[config.mk]
export PLATFORM = sky130hd
export DESIGN_NAME = timer_compare_capture_regs
export DESIGN_NICKNAME = d
export VERILOG_FILES = /design/src/verilog/timer_cc_pkg.sv /design/src/verilog/timer_compare_capture_regs.sv
export VERILOG_INCLUDE_DIRS = /design/src /design/src/verilog
export SDC_FILE = /design/constraint.sdc
export NUM_CORES = 1
export LEC_CHECK = 0
export BUFFER_PORTS_ARGS = -buffer_cell sky130_fd_sc_hd__buf_2
export CORE_ASPECT_RATIO = 0.6
export CORE_MARGIN = 4
export CORE_UTILIZATION = 47
export CTS_BUF_LIST = sky130_fd_sc_hd__clkbuf_2 sky130_fd_sc_hd__clkbuf_4 sky130_fd_sc_hd__clkbuf_8
export CTS_CLUSTER_DIAMETER = 120
export DETAILED_ROUTE_END_ITERATION = 16
export PLACE_DENSITY_LB_ADDON = 0.08
export SYNTH_ARGS = -nofsm -noshare
export SYNTH_HDL_FRONTEND = slang
export SYNTH_SLANG_ARGS = --single-unit
[constraint.sdc]
create_clock -name clock -period 1.87 [get_ports clock]
set_input_delay 0.0935 -clock clock [delete_from_list [all_inputs] [get_ports clock]]
set_output_delay 0.0935 -clock clock [all_outputs]
set_load 0.02 [all_outputs]
[src/verilog/timer_cc_params.svh]
// constants for the timer compare/capture register block
// assumes inclusion by the package, the checker and the bench top
`ifndef TIMER_CC_PARAMS_SVH
`define TIMER_CC_PARAMS_SVH

`define CC_RESET_VALUE   16'hffff
`define SHADOW_RESET     16'hffff
`define CHANNEL_COUNT    5
`define FIRST_BUF_CH     3
// register select codes on the internal bus, per channel
`define SEL_CC_A         2'h0
`define SEL_CC_B         2'h1
`define SEL_SHADOW_A     2'h2
`define SEL_SHADOW_B     2'h3
// pin io control field layout (per general register, 3 bits)
`define IO_CAPTURE_BIT   2
`define IO_NONE          3'h0
`define IO_LOW           3'h1
`define IO_HIGH          3'h2
`define IO_TOGGLE        3'h3
`define IO_RISE          3'h4
`define IO_FALL          3'h5
// counter clear select
`define CLR_NONE         2'h0
`define CLR_BY_A         2'h1
`define CLR_BY_B         2'h2

`endif

[src/verilog/timer_cc_pkg.sv]
// types shared by the timer compare/capture block and its bench
// assumes timer_cc_params.svh is on the include path
package timer_cc_pkg;
    `include "timer_cc_params.svh"

    typedef struct packed {
        logic        req;
        logic        write;
        logic [2:0]  channel;
        logic [1:0]  select;
        logic [1:0]  byte_en;   // bit1 upper byte, bit0 lower byte
        logic [15:0] wdata;
    } bus_req_type;

    typedef struct packed {
        logic [2:0]  io_a;
        logic [2:0]  io_b;
        logic [1:0]  clear_sel;
        logic        pwm_mode;
    } chan_cfg_type;

    typedef struct packed {
        logic        set_level;
        logic        clr_level;
        logic        toggle;
    } pin_action_type;
endpackage

[src/verilog/timer_compare_capture_regs.sv]
// compare/capture registers of a five channel 16-bit timer unit
// assumes counters, edge pins and status flags live outside; cpu bus is
// synchronous, single cycle, 16 bits wide with two byte enables
//
// How it works
// - two 16-bit registers per channel, five channels
// - io control picks compare or capture role
// - compare equality sets the a/b flag
// - pin action on match per io setting
// - selected edge captures counter and sets flag
// - io settings ignored in pwm modes
// - cpu word or byte access to registers
// - reset/standby: all ones, compare, no output
// - buffer registers only in channels 3, 4
// - each buffer has own enable bit
// - compare buffer copies in on match
// - buffer role follows its paired register
// - cpu word or byte access to buffers
// - buffers reset to all ones
// - match or capture may clear the counter
`timescale 1ns/1ps

module timer_compare_capture_regs
    import timer_cc_pkg::*;
#(
    parameter int CHANNELS = `CHANNEL_COUNT,
    parameter int WIDTH    = 16
) (
    // clock and reset
    input  wire logic                          clock,
    input  wire logic                          rst_n,
    input  wire logic                          standby,
    // cpu register bus
    input  wire bus_req_type                   bus_req,
    output logic [WIDTH-1:0]                   bus_rdata,
    // per channel configuration and counter
    input  wire chan_cfg_type [CHANNELS-1:0]   chan_cfg,
    input  wire logic [CHANNELS-1:0][WIDTH-1:0] channel_counter,
    // buffer enables: {b_ch4, a_ch4, b_ch3, a_ch3}
    input  wire logic [3:0]                    timer_function_control,
    // capture inputs, one sample per cycle
    input  wire logic [CHANNELS-1:0]           capture_in_a,
    input  wire logic [CHANNELS-1:0]           capture_in_b,
    // events toward status register, counter and pins
    output logic [CHANNELS-1:0]                match_capture_flag_a,
    output logic [CHANNELS-1:0]                match_capture_flag_b,
    output logic [CHANNELS-1:0]                counter_clear,
    output pin_action_type [CHANNELS-1:0]      pin_action_a,
    output pin_action_type [CHANNELS-1:0]      pin_action_b
);

    logic [CHANNELS-1:0][WIDTH-1:0] compare_capture_reg_a;
    logic [CHANNELS-1:0][WIDTH-1:0] compare_capture_reg_b;
    logic [CHANNELS-1:0][WIDTH-1:0] shadow_reg_a;
    logic [CHANNELS-1:0][WIDTH-1:0] shadow_reg_b;
    logic [CHANNELS-1:0]            prev_in_a;
    logic [CHANNELS-1:0]            prev_in_b;
    logic [CHANNELS-1:0]            event_a;
    logic [CHANNELS-1:0]            event_b;

    // byte merge for partial writes
    function automatic logic [WIDTH-1:0] merge(input logic [WIDTH-1:0] old,
                                               input logic [WIDTH-1:0] wd,
                                               input logic [1:0]       be);
        logic [WIDTH-1:0] r;
        r = old;
        if (be[1]) begin
            r[15:8] = wd[15:8];
        end
        if (be[0]) begin
            r[7:0] = wd[7:0];
        end
        return r;
    endfunction

    // edge detect for a capture role io code
    function automatic logic edge_hit(input logic [2:0] io,
                                      input logic       cur,
                                      input logic       prev);
        logic rise;
        logic fall;
        rise = cur & ~prev;
        fall = ~cur & prev;
        if (io == `IO_RISE) begin
            edge_hit = rise;
        end else if (io == `IO_FALL) begin
            edge_hit = fall;
        end else begin
            edge_hit = rise | fall;
        end
    endfunction

    // io action decode, silenced in pwm modes where io control is ignored
    function automatic pin_action_type action(input logic [2:0] io,
                                              input logic       hit,
                                              input logic       pwm);
        pin_action_type p;
        p = '0;
        if (hit && !pwm && !io[`IO_CAPTURE_BIT]) begin
            p.clr_level = (io == `IO_LOW);
            p.set_level = (io == `IO_HIGH);
            p.toggle    = (io == `IO_TOGGLE);
        end
        return p;
    endfunction

    // ------------------------------------------------------------------
    // per channel compare and capture
    // ------------------------------------------------------------------
    genvar ch;
    generate
        for (ch = 0; ch < CHANNELS; ch++) begin : g_ch
            logic cap_a;
            logic cap_b;
            logic hit_a;
            logic hit_b;
            logic buf_a;
            logic buf_b;
            logic wr_sel;

            // in pwm mode the registers stay in compare role
            assign cap_a = chan_cfg[ch].io_a[`IO_CAPTURE_BIT] &
                           ~chan_cfg[ch].pwm_mode;
            assign cap_b = chan_cfg[ch].io_b[`IO_CAPTURE_BIT] &
                           ~chan_cfg[ch].pwm_mode;
            assign hit_a = cap_a ? edge_hit(chan_cfg[ch].io_a, capture_in_a[ch],
                                            prev_in_a[ch])
                                 : (compare_capture_reg_a[ch] == channel_counter[ch]);
            assign hit_b = cap_b ? edge_hit(chan_cfg[ch].io_b, capture_in_b[ch],
                                            prev_in_b[ch])
                                 : (compare_capture_reg_b[ch] == channel_counter[ch]);
            assign event_a[ch] = hit_a;
            assign event_b[ch] = hit_b;
            assign wr_sel = bus_req.req & bus_req.write &
                            (bus_req.channel == 3'(ch));
            if (ch >= `FIRST_BUF_CH) begin : g_buf
                assign buf_a = timer_function_control[2*(ch-`FIRST_BUF_CH)];
                assign buf_b = timer_function_control[2*(ch-`FIRST_BUF_CH)+1];
            end else begin : g_nobuf
                assign buf_a = 1'b0;
                assign buf_b = 1'b0;
            end

            always_ff @(posedge clock or negedge rst_n) begin
                if (!rst_n) begin
                    prev_in_a[ch] <= 1'b0;
                    prev_in_b[ch] <= 1'b0;
                end else begin
                    prev_in_a[ch] <= capture_in_a[ch];
                    prev_in_b[ch] <= capture_in_b[ch];
                end
            end

            // hardware update wins over a cpu write in the same cycle
            always_ff @(posedge clock or negedge rst_n) begin
                if (!rst_n) begin
                    compare_capture_reg_a[ch] <= `CC_RESET_VALUE;
                    compare_capture_reg_b[ch] <= `CC_RESET_VALUE;
                end else if (standby) begin
                    compare_capture_reg_a[ch] <= `CC_RESET_VALUE;
                    compare_capture_reg_b[ch] <= `CC_RESET_VALUE;
                end else begin
                    if (hit_a && cap_a) begin
                        compare_capture_reg_a[ch] <= channel_counter[ch];
                    end else if (hit_a && buf_a) begin
                        compare_capture_reg_a[ch] <= shadow_reg_a[ch];
                    end else if (wr_sel && bus_req.select == `SEL_CC_A) begin
                        compare_capture_reg_a[ch] <= merge(compare_capture_reg_a[ch],
                                                           bus_req.wdata,
                                                           bus_req.byte_en);
                    end
                    if (hit_b && cap_b) begin
                        compare_capture_reg_b[ch] <= channel_counter[ch];
                    end else if (hit_b && buf_b) begin
                        compare_capture_reg_b[ch] <= shadow_reg_b[ch];
                    end else if (wr_sel && bus_req.select == `SEL_CC_B) begin
                        compare_capture_reg_b[ch] <= merge(compare_capture_reg_b[ch],
                                                           bus_req.wdata,
                                                           bus_req.byte_en);
                    end
                end
            end

            // channels without buffering keep constant shadows, reading all ones
            always_ff @(posedge clock or negedge rst_n) begin
                if (!rst_n) begin
                    shadow_reg_a[ch] <= `SHADOW_RESET;
                    shadow_reg_b[ch] <= `SHADOW_RESET;
                end else if (standby || ch < `FIRST_BUF_CH) begin
                    shadow_reg_a[ch] <= `SHADOW_RESET;
                    shadow_reg_b[ch] <= `SHADOW_RESET;
                end else begin
                    if (hit_a && cap_a && buf_a) begin
                        shadow_reg_a[ch] <= compare_capture_reg_a[ch];
                    end else if (wr_sel && bus_req.select == `SEL_SHADOW_A) begin
                        shadow_reg_a[ch] <= merge(shadow_reg_a[ch], bus_req.wdata,
                                                  bus_req.byte_en);
                    end
                    if (hit_b && cap_b && buf_b) begin
                        shadow_reg_b[ch] <= compare_capture_reg_b[ch];
                    end else if (wr_sel && bus_req.select == `SEL_SHADOW_B) begin
                        shadow_reg_b[ch] <= merge(shadow_reg_b[ch], bus_req.wdata,
                                                  bus_req.byte_en);
                    end
                end
            end

            // ----------------------------------------------------------
            // events out: flags, pins and counter clear
            // ----------------------------------------------------------
            always_ff @(posedge clock or negedge rst_n) begin
                if (!rst_n) begin
                    match_capture_flag_a[ch] <= 1'b0;
                    match_capture_flag_b[ch] <= 1'b0;
                    counter_clear[ch]        <= 1'b0;
                    pin_action_a[ch]         <= '0;
                    pin_action_b[ch]         <= '0;
                end else if (standby) begin
                    match_capture_flag_a[ch] <= 1'b0;
                    match_capture_flag_b[ch] <= 1'b0;
                    counter_clear[ch]        <= 1'b0;
                    pin_action_a[ch]         <= '0;
                    pin_action_b[ch]         <= '0;
                end else begin
                    match_capture_flag_a[ch] <= hit_a;
                    match_capture_flag_b[ch] <= hit_b;
                    counter_clear[ch] <=
                        (chan_cfg[ch].clear_sel == `CLR_BY_A && hit_a) ||
                        (chan_cfg[ch].clear_sel == `CLR_BY_B && hit_b);
                    pin_action_a[ch] <= action(chan_cfg[ch].io_a, hit_a,
                                               chan_cfg[ch].pwm_mode);
                    pin_action_b[ch] <= action(chan_cfg[ch].io_b, hit_b,
                                               chan_cfg[ch].pwm_mode);
                end
            end
        end
    endgenerate

    // ------------------------------------------------------------------
    // read path, registered so data is steady one cycle after the request
    // ------------------------------------------------------------------
    logic [WIDTH-1:0] next_rdata;

    always_comb begin
        next_rdata = '1;
        if (bus_req.channel < 3'(CHANNELS)) begin
            unique case (bus_req.select)
                `SEL_CC_A:     next_rdata = compare_capture_reg_a[bus_req.channel];
                `SEL_CC_B:     next_rdata = compare_capture_reg_b[bus_req.channel];
                `SEL_SHADOW_A: next_rdata = shadow_reg_a[bus_req.channel];
                `SEL_SHADOW_B: next_rdata = shadow_reg_b[bus_req.channel];
            endcase
        end
    end

    always_ff @(posedge clock or negedge rst_n) begin
        if (!rst_n) begin
            bus_rdata <= '0;
        end else if (bus_req.req && !bus_req.write) begin
            bus_rdata <= next_rdata;
        end
    end

endmodule
Word-level counts from Yosys, hierarchy flattened
Cells that the tools add are included.
{ "word_totals": {"word_cells": 513, "input_bits": 167, "out_inout_bits": 61, "ff_bits": 295} }
{ "classes": {"reduce_logical": 156, "bitwise_logic": 71, "n_mux": 123, "n_lt_le_gt_ge": 2, "n_eq_ne": 77} }
{ "op_table": {"columns": ["operator", "count"], "rows": [
  ["$mux 16", 51],
  ["$bmux 16 s3", 4],
  ["$eq 16x16->1", 10],
  ["$reduce_bool 3->1", 30],
  ["$eq 3x2->1 const B", 22],
  ["$pmux 16 s4", 1],
  ["$eq 3x3->1 const B", 21],
  ["$logic_and 1x1->1", 63],
  ["$mux 3", 20],
  ["$reduce_and 2->1", 28],
  ["$reduce_bool 4->1", 12],
  ["$mux 1", 45],
  ["$and 1x1->1", 36],
  ["$eq 3x1->1 const B", 11],
  ["$not 1->1", 25],
  ["$logic_not 1->1", 16],
  ["$mux 8", 2],
  ["$eq 2x2->1 const B", 7],
  ["$eq 2x1->1 const B", 6],
  ["$or 1x1->1", 10],
  ["$logic_or 1x1->1", 5],
  ["$lt 3x4->1 const B", 1],
  ["$logic_not 3->1", 1],
  ["$lt 3x3->1 const B", 1],
  ["$logic_not 2->1", 1]
]} }

Depth between registers and ports, before layout
Gate-level depths: netlist of the first run.
{ "depth": {"depth_word": 10, "mapped_depth": 9, "mapped_depth_nobuf": 8} }

Worst setup path after synthesis of the first run
No wires, ideal clock.
{ "synth_path": {"kind": "register to register", "start": "reg compare_capture_reg_a[79] (netlist bit)", "end": "reg compare_capture_reg_a[70] (netlist bit)", "synth_period_minus_slack_ns": 2.069, "path_stages_with_launch": 8, "t_required_ns": 1.789, "n_path_buf": 1, "slack_ns": -0.199, "setup_time_ns": 0.081, "arrival_time_ns": 1.988, "cell_sequence": "dfstp_2 > xnor2_1 > nand4_1 > nor4_4 > nand2_1 > clkbuf_1 > o32a_1 > o221a_1"} }
{ "synth_via": {"elab_chain_cells": 6, "word_cells_on_any_way": 10} }
{ "synth_lines": {"columns": ["element", "line_no", "source"], "rows": [
  ["start: declaration", "timer_compare_capture_regs.sv:52", "logic [CHANNELS-1:0][WIDTH-1:0] compare_capture_reg_a;"],
  ["start signal: indexed assignment", "timer_compare_capture_regs.sv:157", "compare_capture_reg_a[ch] <= `CC_RESET_VALUE;"],
  ["start signal: indexed assignment", "timer_compare_capture_regs.sv:160", "compare_capture_reg_a[ch] <= `CC_RESET_VALUE;"],
  ["start signal: indexed assignment", "timer_compare_capture_regs.sv:164", "compare_capture_reg_a[ch] <= channel_counter[ch];"],
  ["$eq 16x16->1 (*)", "timer_compare_capture_regs.sv:128", ": (compare_capture_reg_a[ch] == channel_counter[ch]);"],
  ["$mux 1 (*)", "timer_compare_capture_regs.sv:126", "assign hit_a = cap_a ? edge_hit(chan_cfg[ch].io_a, capture_in_a[ch],"],
  ["$logic_and 1x1->1", "timer_compare_capture_regs.sv:165", "end else if (hit_a && buf_a) begin"],
  ["$mux 16", "timer_compare_capture_regs.sv:165", null],
  ["$mux 16", "timer_compare_capture_regs.sv:163", "if (hit_a && cap_a) begin"],
  ["$mux 16", "timer_compare_capture_regs.sv:159", "end else if (standby) begin"]
]} }
Every way passes the cells marked *; elsewhere a longest branch is shown, timed or not.
A chain may end at the register's enable or synchronous reset.

Final worst setup path of the first run
{ "layout_path": {"start": "reg compare_capture_reg_a[20] (netlist bit)", "end": "reg pin_action_a[3] (netlist bit)"} }
{ "layout_via": {"elab_chain_cells": 6} }
{ "layout_lines": {"columns": ["element", "line_no", "source"], "rows": [
  ["$eq 16x16->1", "timer_compare_capture_regs.sv:128", null],
  ["$mux 1", "timer_compare_capture_regs.sv:126", null],
  ["$logic_and 1x1->1 (2 in series)", "timer_compare_capture_regs.sv:99", "if (hit && !pwm && !io[`IO_CAPTURE_BIT]) begin"],
  ["$mux 3", "timer_compare_capture_regs.sv:99", null],
  ["$mux 3", "timer_compare_capture_regs.sv:218", "end else if (standby) begin"],
  ["end signal: indexed assignment", "timer_compare_capture_regs.sv:230", "pin_action_a[ch] <= action(chan_cfg[ch].io_a, hit_a,"],
  ["end: declaration", "timer_compare_capture_regs.sv:48", "output pin_action_type [CHANNELS-1:0] pin_action_a,"]
]} }
No other way between the ends.

==> key figures, run 1 <==
Finish
  • Layout Utilization: 0.8171
  • Most frequent cells in the layout: buf_4, buf_2, dfstp_2, dlygate4sd3_1, nand2_1
  • Layout cells sized above 1: 0.6083
  • Cell Count, Final, Fillers Out: 3255
  • Area grow syn2layout: 69.88%
  • Nets: 2885
  • Final Cell Area: 31150 um2
  • Commonest non-fill, non-tap cell in the layout: buf_4

Synthesis
  • Post-Syn Area: 18340 um2
  • Post-synthesis mux area share: 0.07157
  • EDFF count, synth: 0
  • Compound-cell area share of the yosys netlist: 0.2374
  • Syn_nets: 2111
  • XOR/XNOR Fraction of Synth Area: 0.07642
  • Mean Syn Cell Area: 9.531 um2
  • Top post-synthesis cells by area: dfstp_2, dfrtp_1, xor2_1, nor2_1, a31oi_1
  • Main combinational cell family by area after synthesis: compound AO/OA/AOI/OAI gates
  • #FFs+latches synth: 295
  • Synth area leader: dfstp_2
  • Post-synthesis sequential area ratio: 0.4178
  • Yosys warns: 0
  • Gate Count Post-Synth: 1924
  • Top FF cell, synth: dfstp_2
  • Yosys cell types: 80
  • Synth top area share: 0.3210
  • Post-synth ARST share: 1.000
  • Area share of fa/ha/maj cells after synthesis: 0.01365
  • Simple-Gate Fraction of Synth Area: 0.1395

Critical path
  • Max FO, Critical Path: 3
  • Worst Path Arrival: 2.98 ns
  • FF-to-FF path depth: 6
  • CP Class: flip-flop to flip-flop
  • Worst r2r src: compare_capture_reg_a[20]
  • Worst R2R End: pin_action_a[3]
  • Critical path endpoint category: flip-flop
  • WP data required: 2.42 ns
  • Crit start category: flip-flop
  • Reg2reg setup slack: -0.56 ns

Die
  • Starting density of the core: 0.4810
  • Io pins: 228
  • Core area: 38120 um2
  • Cell row count: 55
  • Die H: 161 um
  • Die W: 263.0 um
  • Full die area: 42340 um2

Place
  • DP Cell Count: 2945
  • GP Congestion: 0.9799
  • Port bufs: 227
  • Detailed placement HPWL: 62030 um
  • Placed standard-cell area: 23330 um2

Global routing
  • GRT overflow: 0
  • First-pass GRT wire length: 128500 um
  • Pin count of the biggest net entering global routing: 56
  • Initial antenna violation count: 5
  • Number of global-route vias before repair: 20060
  • GRT Total Usage: 0.3969

Clock network
  • Reg clk slew, reported paths: 0.08 ns
  • H-tree Lvls: 2
  • Worst-case clock buffer depth: 3
  • Num Clock Sinks: 295
  • Root buffer cell: clkbuf_8
  • CTS tree: done
  • Worst skew pair latency: 0.62 ns
  • CTS Buf Count: 49

Timing
  • Final slew viol count: 0
  • Max frequency: 411.9 MHz
  • Fin crit share: 1.298
  • Tmin final: 2.428 ns
  • Worst Tran Pin Value: 0.8798 ns
  • Final Hold Vio Count: 0
  • Setup_tns: -45.79 ns
  • Min setup slack post-route: -0.5577 ns
  • Rel. slew slack: 0.4135
  • Setup violators final: 225
  • Unrepaired setup endpoints after global routing: true
  • Hold WS: 0.01766 ns
  • Final Skew: 0.02150 ns

Pwr
  • Leak Pwr: 0.01244 uW
  • PwrDens: 663.9 nW/um2
  • Peak supply drop: 568.9 uV

Detailed routing
  • Routed wire length per instance: 28.95 um
  • Pre-Repair DR Iteration Count: 8
  • Post-route DRC: 0
  • 1st-iter DRT viols: 2767
  • Vias/cell: 6.566
  • Vias: 21370
  • Drt total wl: 94220 um
  • Final ANT Viol Nets: 0

Outcome
  • Outcome: finished, violations left
  • Violated checks: setup timing

Flow run
  • Max-cap violations: 0

Hold path
  • Hold Crit Class: input pin to async pin
-- synth_stat cells, types with 5 or more instances --
master and n:
dfstp_2 224, nor2_1 203, nand2_1 140, xor2_1 132
a31oi_1 121, o22ai_1 100, o21ai_0 97, a21oi_1 91
clkbuf_1 83, dfrtp_1 71, inv_1 61, mux2i_1 49
a221oi_1 39, mux4_2 32, nand3_1 32, nor4_1 30
buf_2 29, xnor2_1 28, a22o_1 26, o221ai_1 26
ha_1 20, nor3_1 20, and2_1 17, nor2b_1 17
o32ai_1 17, a22oi_1 16, o21a_1 16, o21ai_1 16
buf_1 12, a21o_1 10, nand4_1 10, mux2_2 9
a311oi_1 8, and3_1 8, nand2b_1 8, o221a_1 7
o32a_1 7, o221a_2 6, and3b_1 5, or4_1 5
-- stage by stage --
stage	total power (uW)	setup WS (ns)
3_3_place_gp	12070	-0.6434
2_1_floorplan	9700	-0.1158
6_report	20680	-0.5577
4_1_cts	19370	-0.4372
5_1_grt	21250	-0.5613
3_5_place_dp	12150	-0.6965
-- metal layers --
metal / wire length (um) / track usage / part of all wire
met1: 38050 / 0.5982 / 0.40
met2: 38400 / 0.5396 / 0.41
met3: 14940 / 0.1500 / 0.16
met4: 2792 / 0.08874 / 0.030
met5: 36 / 0 / 0.00038
-- how the worst max path moves through the flow --
stage / startpoint / to
after floorplan: compare_capture_reg_a[65] / compare_capture_reg_a[64]
after global placement: compare_capture_reg_a[29] / pin_action_a[4]
after detailed placement: compare_capture_reg_a[29] / pin_action_a[4]
after CTS: compare_capture_reg_b[21] / pin_action_b[5]
after global routing: compare_capture_reg_a[20] / pin_action_a[3]
final: compare_capture_reg_a[20] / pin_action_a[3]
-- where the power goes --
part | internal [uW] | switching (uW)
clock network | 3430 | 3000
registers | 7210 | 540
logic | 2800 | 3700
total | 13400 | 7240
-- cell families (layout without fill, tap and decap cells) --
logic type | count (synthesis) | in the layout
xor+xnor | 160 | 160
compound gates | 638 | 640
other cells | 0 | 3
mux | 90 | 90
fa+ha+maj | 20 | 20
simple gates | 528 | 528
flops | 295 | 295
buf+inv | 193 | 1006
-- timing repair --
item	CTS	global route
pin swaps	120	108
hold buffers	150	1
setup buffers	31	25
hold endpoints to repair	351	1
endpoints found under the setup margin	209	281
gates cloned	10	15
gates resized for setup	396	532
-- worst max-delay path, stage by stage, from the launching register on --
cell	delay, ns
dfstp_2	0.56
xor2_2	0.11
nor4_4	0.41
nand3_1	0.13
or4_4	0.45
or4_4	0.50
nor3_2	0.19
-- state kept, by name (all words and copies together), names as in the netlist --
name / count
bus_rdata: 16
prev_in_a: 5
match_capture_flag_b: 5
counter_clear: 5
compare_capture_reg_a: 80
pin_action_b: 15
shadow_reg_a: 32
match_capture_flag_a: 5
pin_action_a: 15
shadow_reg_b: 32
prev_in_b: 5
compare_capture_reg_b: 80
-- area by class of cell --
type,instances,area [um2]
repair buffers,851,7348
inverters,63,237.7
multi-input cells,1438,14190
fillers,2245,6972
well taps,513,641.9
clock inverters,10,52.55
clock buffers,82,1016
flip-flops and latches,295,7662
diodes,3,7.507
(Power assumes the default switching activity.)
==> inputs of run 2 (changes only) <==
--- a/config.mk
+++ b/config.mk
@@ -6,6 +6,7 @@
 export SDC_FILE = /design/constraint.sdc
 export NUM_CORES = 1
 export LEC_CHECK = 0
+export ABC_AREA = 1
 export BUFFER_PORTS_ARGS = -buffer_cell sky130_fd_sc_hd__buf_2
 export CORE_ASPECT_RATIO = 0.6
 export CORE_MARGIN = 4
==> run 2 against run 1 <==
Compared with the run above:
- the flow still finishes with violations (setup timing)
- final cell count increased by 26%
- sequential share of layout area increased by 1.6 points
- clock skew increased by 0.010 ns
- highest routed layer is now met4
- final area decreased by 6.0%
- setup slack improved by 0.37 ns
- hold slack improved by 0.025 ns
==> key figures, run 2 <==
Synthesis
  • Simple-Gate Fraction of Synth Area: 0.2712 (was 0.1395)
  • Post-synthesis mux area share: 0 (was 0.07157)
  • Syn_nets: 2999 (was 2111)
  • Post-synth top cells: nand2_1, inv_1, o21ai_0 (was dfstp_2, nor2_1, nand2_1)
  • XOR/XNOR Fraction of Synth Area: 0.02228 (was 0.07642)
  • Top post-synthesis cells by area: dfstp_2, nand2_1, dfrtp_1, o21ai_0, inv_1 (was dfstp_2, dfrtp_1, xor2_1, nor2_1, a31oi_1)
  • EDFF count, synth: 0 (unchanged)
  • Compound-cell area share of the yosys netlist: 0.2093 (was 0.2374)
  • Area share of fa/ha/maj cells after synthesis: 0.01248 (was 0.01365)
  • Mean Syn Cell Area: 7.128 um2 (was 9.531 um2)
  • Top FF cell, synth: dfstp_2 (unchanged)
  • Post-synth ARST share: 1.000 (unchanged)
  • Synth area leader: dfstp_2 (unchanged)
  • Yosys cell types: 47 (was 80)
  • Synth top area share: 0.2936 (was 0.3210)
  • Yosys warns: 0 (unchanged)
  • Gate Count Post-Synth: 2812 (was 1924)
  • Post-Syn Area: 20040 um2 (was 18340 um2)
  • Post-synthesis sequential area ratio: 0.3823 (was 0.4178)
  • Main combinational cell family by area after synthesis: simple AND/OR/NAND/NOR gates (was compound AO/OA/AOI/OAI gates)
  • Most frequent cell after synthesis: nand2_1 (was dfstp_2)
  • #FFs+latches synth: 295 (unchanged)

Detailed routing
  • Vias/cell: 5.979 (was 6.566)
  • Routed wire length per instance: 24.36 um (was 28.95 um)
  • Final ANT Viol Nets: 0 (unchanged)
  • Met2 wire length: 39850 um (was 38400 um)
  • Vias: 24550 (was 21370)
  • WL met1: 40750 um (was 38050 um)
  • Pre-Repair DR Iteration Count: 6 (was 8)
  • Met3 routed WL: 15360 um (was 14940 um)
  • 1st-iter DRT viols: 3381 (was 2767)
  • Post-route DRC: 0 (unchanged)
  • Top Layer Used: met4 (was met5)
  • Drt total wl: 100000 um (was 94220 um)

Critical path
  • Worst Path Arrival: 2.62 ns (was 2.98 ns)
  • Crit start category: flip-flop (unchanged)
  • Worst path max stage delay: 0.56 ns (about the same)
  • Crit path from: compare_capture_reg_a[51] (was compare_capture_reg_a[20])
  • CP Cell Sequence: inv_2 -> nand2_1 -> nand2_1 -> nor2_2 -> nand2_2 -> nor2_4 -> nand2_2 -> nand2_4 -> nand3_4 -> nand3b_1 -> buf_12 -> nor2_4 -> a21oi_2 (was xor2_2 -> nor4_4 -> nand3_1 -> or4_4 -> or4_4 -> nor3_2)
  • Worst R2R End: compare_capture_reg_a[54] (was pin_action_a[3])
  • Reg2reg setup slack: -0.19 ns (was -0.56 ns)
  • Crit path depth: 13 (was 6)
  • Critical path endpoint category: flip-flop (unchanged)
  • CP Class: flip-flop to flip-flop (unchanged)
  • Slowest cell on crit path: dfstp_2 (unchanged)
  • Crit path to: compare_capture_reg_a[54] (was pin_action_a[3])
  • Max FO, Critical Path: 8 (was 3)
  • WP data required: 2.43 ns (was 2.42 ns)
  • Cell family with most CP delay: simple AND/OR/NAND/NOR gates (unchanged)
  • FF-to-FF path depth: 13 (was 6)
  • Worst r2r src: compare_capture_reg_a[51] (was compare_capture_reg_a[20])
  • CP bufs+invs: 2 (was 0)

Global routing
  • Number of global-route vias before repair: 22460 (was 20060)
  • Pin count of the biggest net entering global routing: 74 (was 56)
  • GRT Total Usage: 0.4058 (was 0.3969)
  • First-pass GRT wire length: 141200 um (was 128500 um)
  • GRT overflow: 0 (unchanged)
  • Initial antenna violation count: 2 (was 5)

Outcome
  • Violated checks: setup timing (unchanged)
  • Outcome: finished, violations left (unchanged)

Pwr
  • Leak Pwr: 0.01423 uW (was 0.01244 uW)
  • PwrDens: 753.1 nW/um2 (was 663.9 nW/um2)
  • Total Power: 22060 uW (was 20680 uW)
  • Peak supply drop: 609.5 uV (was 568.9 uV)

Clock network
  • CTS tree: done (unchanged)
  • CTS Buf Count: 49 (unchanged)
  • Worst-case clock buffer depth: 3 (unchanged)
  • Num Clock Sinks: 295 (unchanged)
  • Root buffer cell: clkbuf_8 (unchanged)
  • Reg clk slew, reported paths: 0.07 ns (was 0.08 ns)
  • H-tree Lvls: 2 (unchanged)
  • Worst skew pair latency: 0.64 ns (was 0.62 ns)

Place
  • DP Worst Slack: -0.2089 ns (was -0.6965 ns)
  • GP Congestion: 1.082 (was 0.9799)
  • Port bufs: 227 (unchanged)
  • Detailed placement HPWL: 70890 um (was 62030 um)

Finish
  • Commonest non-fill, non-tap cell in the layout: nand2_1 (was buf_4)
  • Most frequent cells in the layout: nand2_1, inv_1, buf_4, buf_2, dfstp_2 (was buf_4, buf_2, dfstp_2, dlygate4sd3_1, nand2_1)
  • Nets: 3678 (was 2885)
  • Layout fillers: 3429 (was 2245)
  • Multi-input combinational cell area: 12320 um2 (was 14190 um2)
  • Layout cells sized above 1: 0.3948 (was 0.6083)
  • Area grow syn2layout: 46.12% (was 69.88%)
  • Storage cell area: 7662 um2 (unchanged)
  • Largest regs: compare_capture_reg_a x80, compare_capture_reg_b x80 (unchanged)

Die
  • Full die area: 46120 um2 (was 42340 um2)
  • Die W: 274.6 um (was 263.0 um)
  • Io pins: 228 (unchanged)
  • Cell row count: 58 (was 55)
  • Starting density of the core: 0.4770 (was 0.4810)
  • Die H: 168.0 um (was 161 um)
  • Core area: 42020 um2 (was 38120 um2)

Flow run
  • Max-cap violations: 0 (unchanged)

Timing
  • Fin crit share: 1.102 (was 1.298)
  • Tmin final: 2.061 ns (was 2.428 ns)
  • Final slew viol count: 0 (unchanged)
  • Setup violators final: 67 (was 225)
  • Final Hold Vio Count: 0 (unchanged)
  • Rel. slew slack: 0.3674 (was 0.4135)
  • Unrepaired setup endpoints after global routing: true (unchanged)
  • Min setup slack post-route: -0.1914 ns (was -0.5577 ns)
  • Hold WS: 0.04264 ns (was 0.01766 ns)
  • Worst Tran Pin Value: 0.9479 ns (was 0.8798 ns)
  • Max frequency: 485.1 MHz (was 411.9 MHz)
  • Final Skew: 0.03192 ns (was 0.02150 ns)

Hold path
  • Hold Crit Class: input pin to flip-flop (was input pin to async pin)
run 2: worst min-delay path by stage:
stage	startpoint	to	slack (ns)	cells after the start
finish	timer_function_control[3]	compare_capture_reg_b[66]	0.04	5
global route	bus_req[6]	shadow_reg_b[70]	0.04	4
CTS	bus_req[16]	shadow_reg_a[69]	0.0003	4
detailed placement	rst_n	pin_action_b[11]	0.11	1
global placement	rst_n	pin_action_b[11]	0.11	1
floorplan	rst_n	bus_rdata[0]	-0.20	0
run 2: logic make-up (layout without fill, tap and decap cells):
| family | after synthesis | in the layout |
|---|---|---|
| AO/OA/AOI/OAI | 705 | 705 |
| XOR/XNOR | 51 | 51 |
| adder cells (fa/ha/maj) | 20 | 20 |
| buffers and inverters | 514 | 1226 |
| flip-flops | 295 | 295 |
| other | 0 | 4 |
| AND/OR/NAND/NOR | 1227 | 1234 |
run 2: final cells by class:
cell class | count | share of cell area
multi-input combinational | 2010 | 0.4206
clock buffer | 85 | 0.03652
tap | 570 | 0.02435
sequential | 295 | 0.2616
inverter | 396 | 0.05195
timing repair inverter | 2 | 0.0005126
timing repair buffer | 737 | 0.2021
antenna | 4 | 0.0003417
clock inverter | 6 | 0.002050
run 2: per-stage QoR:
| step | area (um2) | TNS, ns | utilization | std cells |
|---|---|---|---|---|
| after detailed placement | 23650 | -7.510 | 0.5629 | 3772 |
| after global routing | 29280 | -14.54 | 0.6970 | 4103 |
| after global placement | 23650 | -5.700 | 0.5629 | 3772 |
| after CTS | 27100 | -0.5397 | 0.6449 | 4047 |
| after floorplan | 20040 | 0 | - | 2812 |
| final | 29290 | -4.784 | 0.6971 | 4105 |
run 2: worst reg2reg max path, stage by stage, from the launching register on:
cell and delay [ns]:
dfstp_2 0.56, inv_2 0.04, nand2_1 0.05, nand2_1 0.06, nor2_2 0.18, nand2_2 0.10, nor2_4 0.15, nand2_2 0.09
nand2_4 0.09, nand3_4 0.15, nand3b_1 0.18, buf_12 0.18, nor2_4 0.05, a21oi_2 0.11
run 2: routing by layer:
metal | GRT usage | up-vias
li1 | - | 10780
met4 | 0.1281 | 0
met1 | 0.5963 | 11750
met3 | 0.1497 | 259
met2 | 0.5495 | 1756
met5 | 0 | -
run 2: power breakdown:
group	internal, uW	total, uW	switching, uW
clock network	3720	6760	3040
registers	7510	8050	544
logic	2720	7240	4520
total	14000	22100	8110
run 2: what timing repair did:
action                                  4_1_cts  5_1_grt
endpoints found under the setup margin      108      255
pin swaps                                    65      150
gates cloned                                  5       11
setup buffers                                25       47
hold endpoints to repair                    363        1
hold buffers                                155        1
resized for setup                           138      472
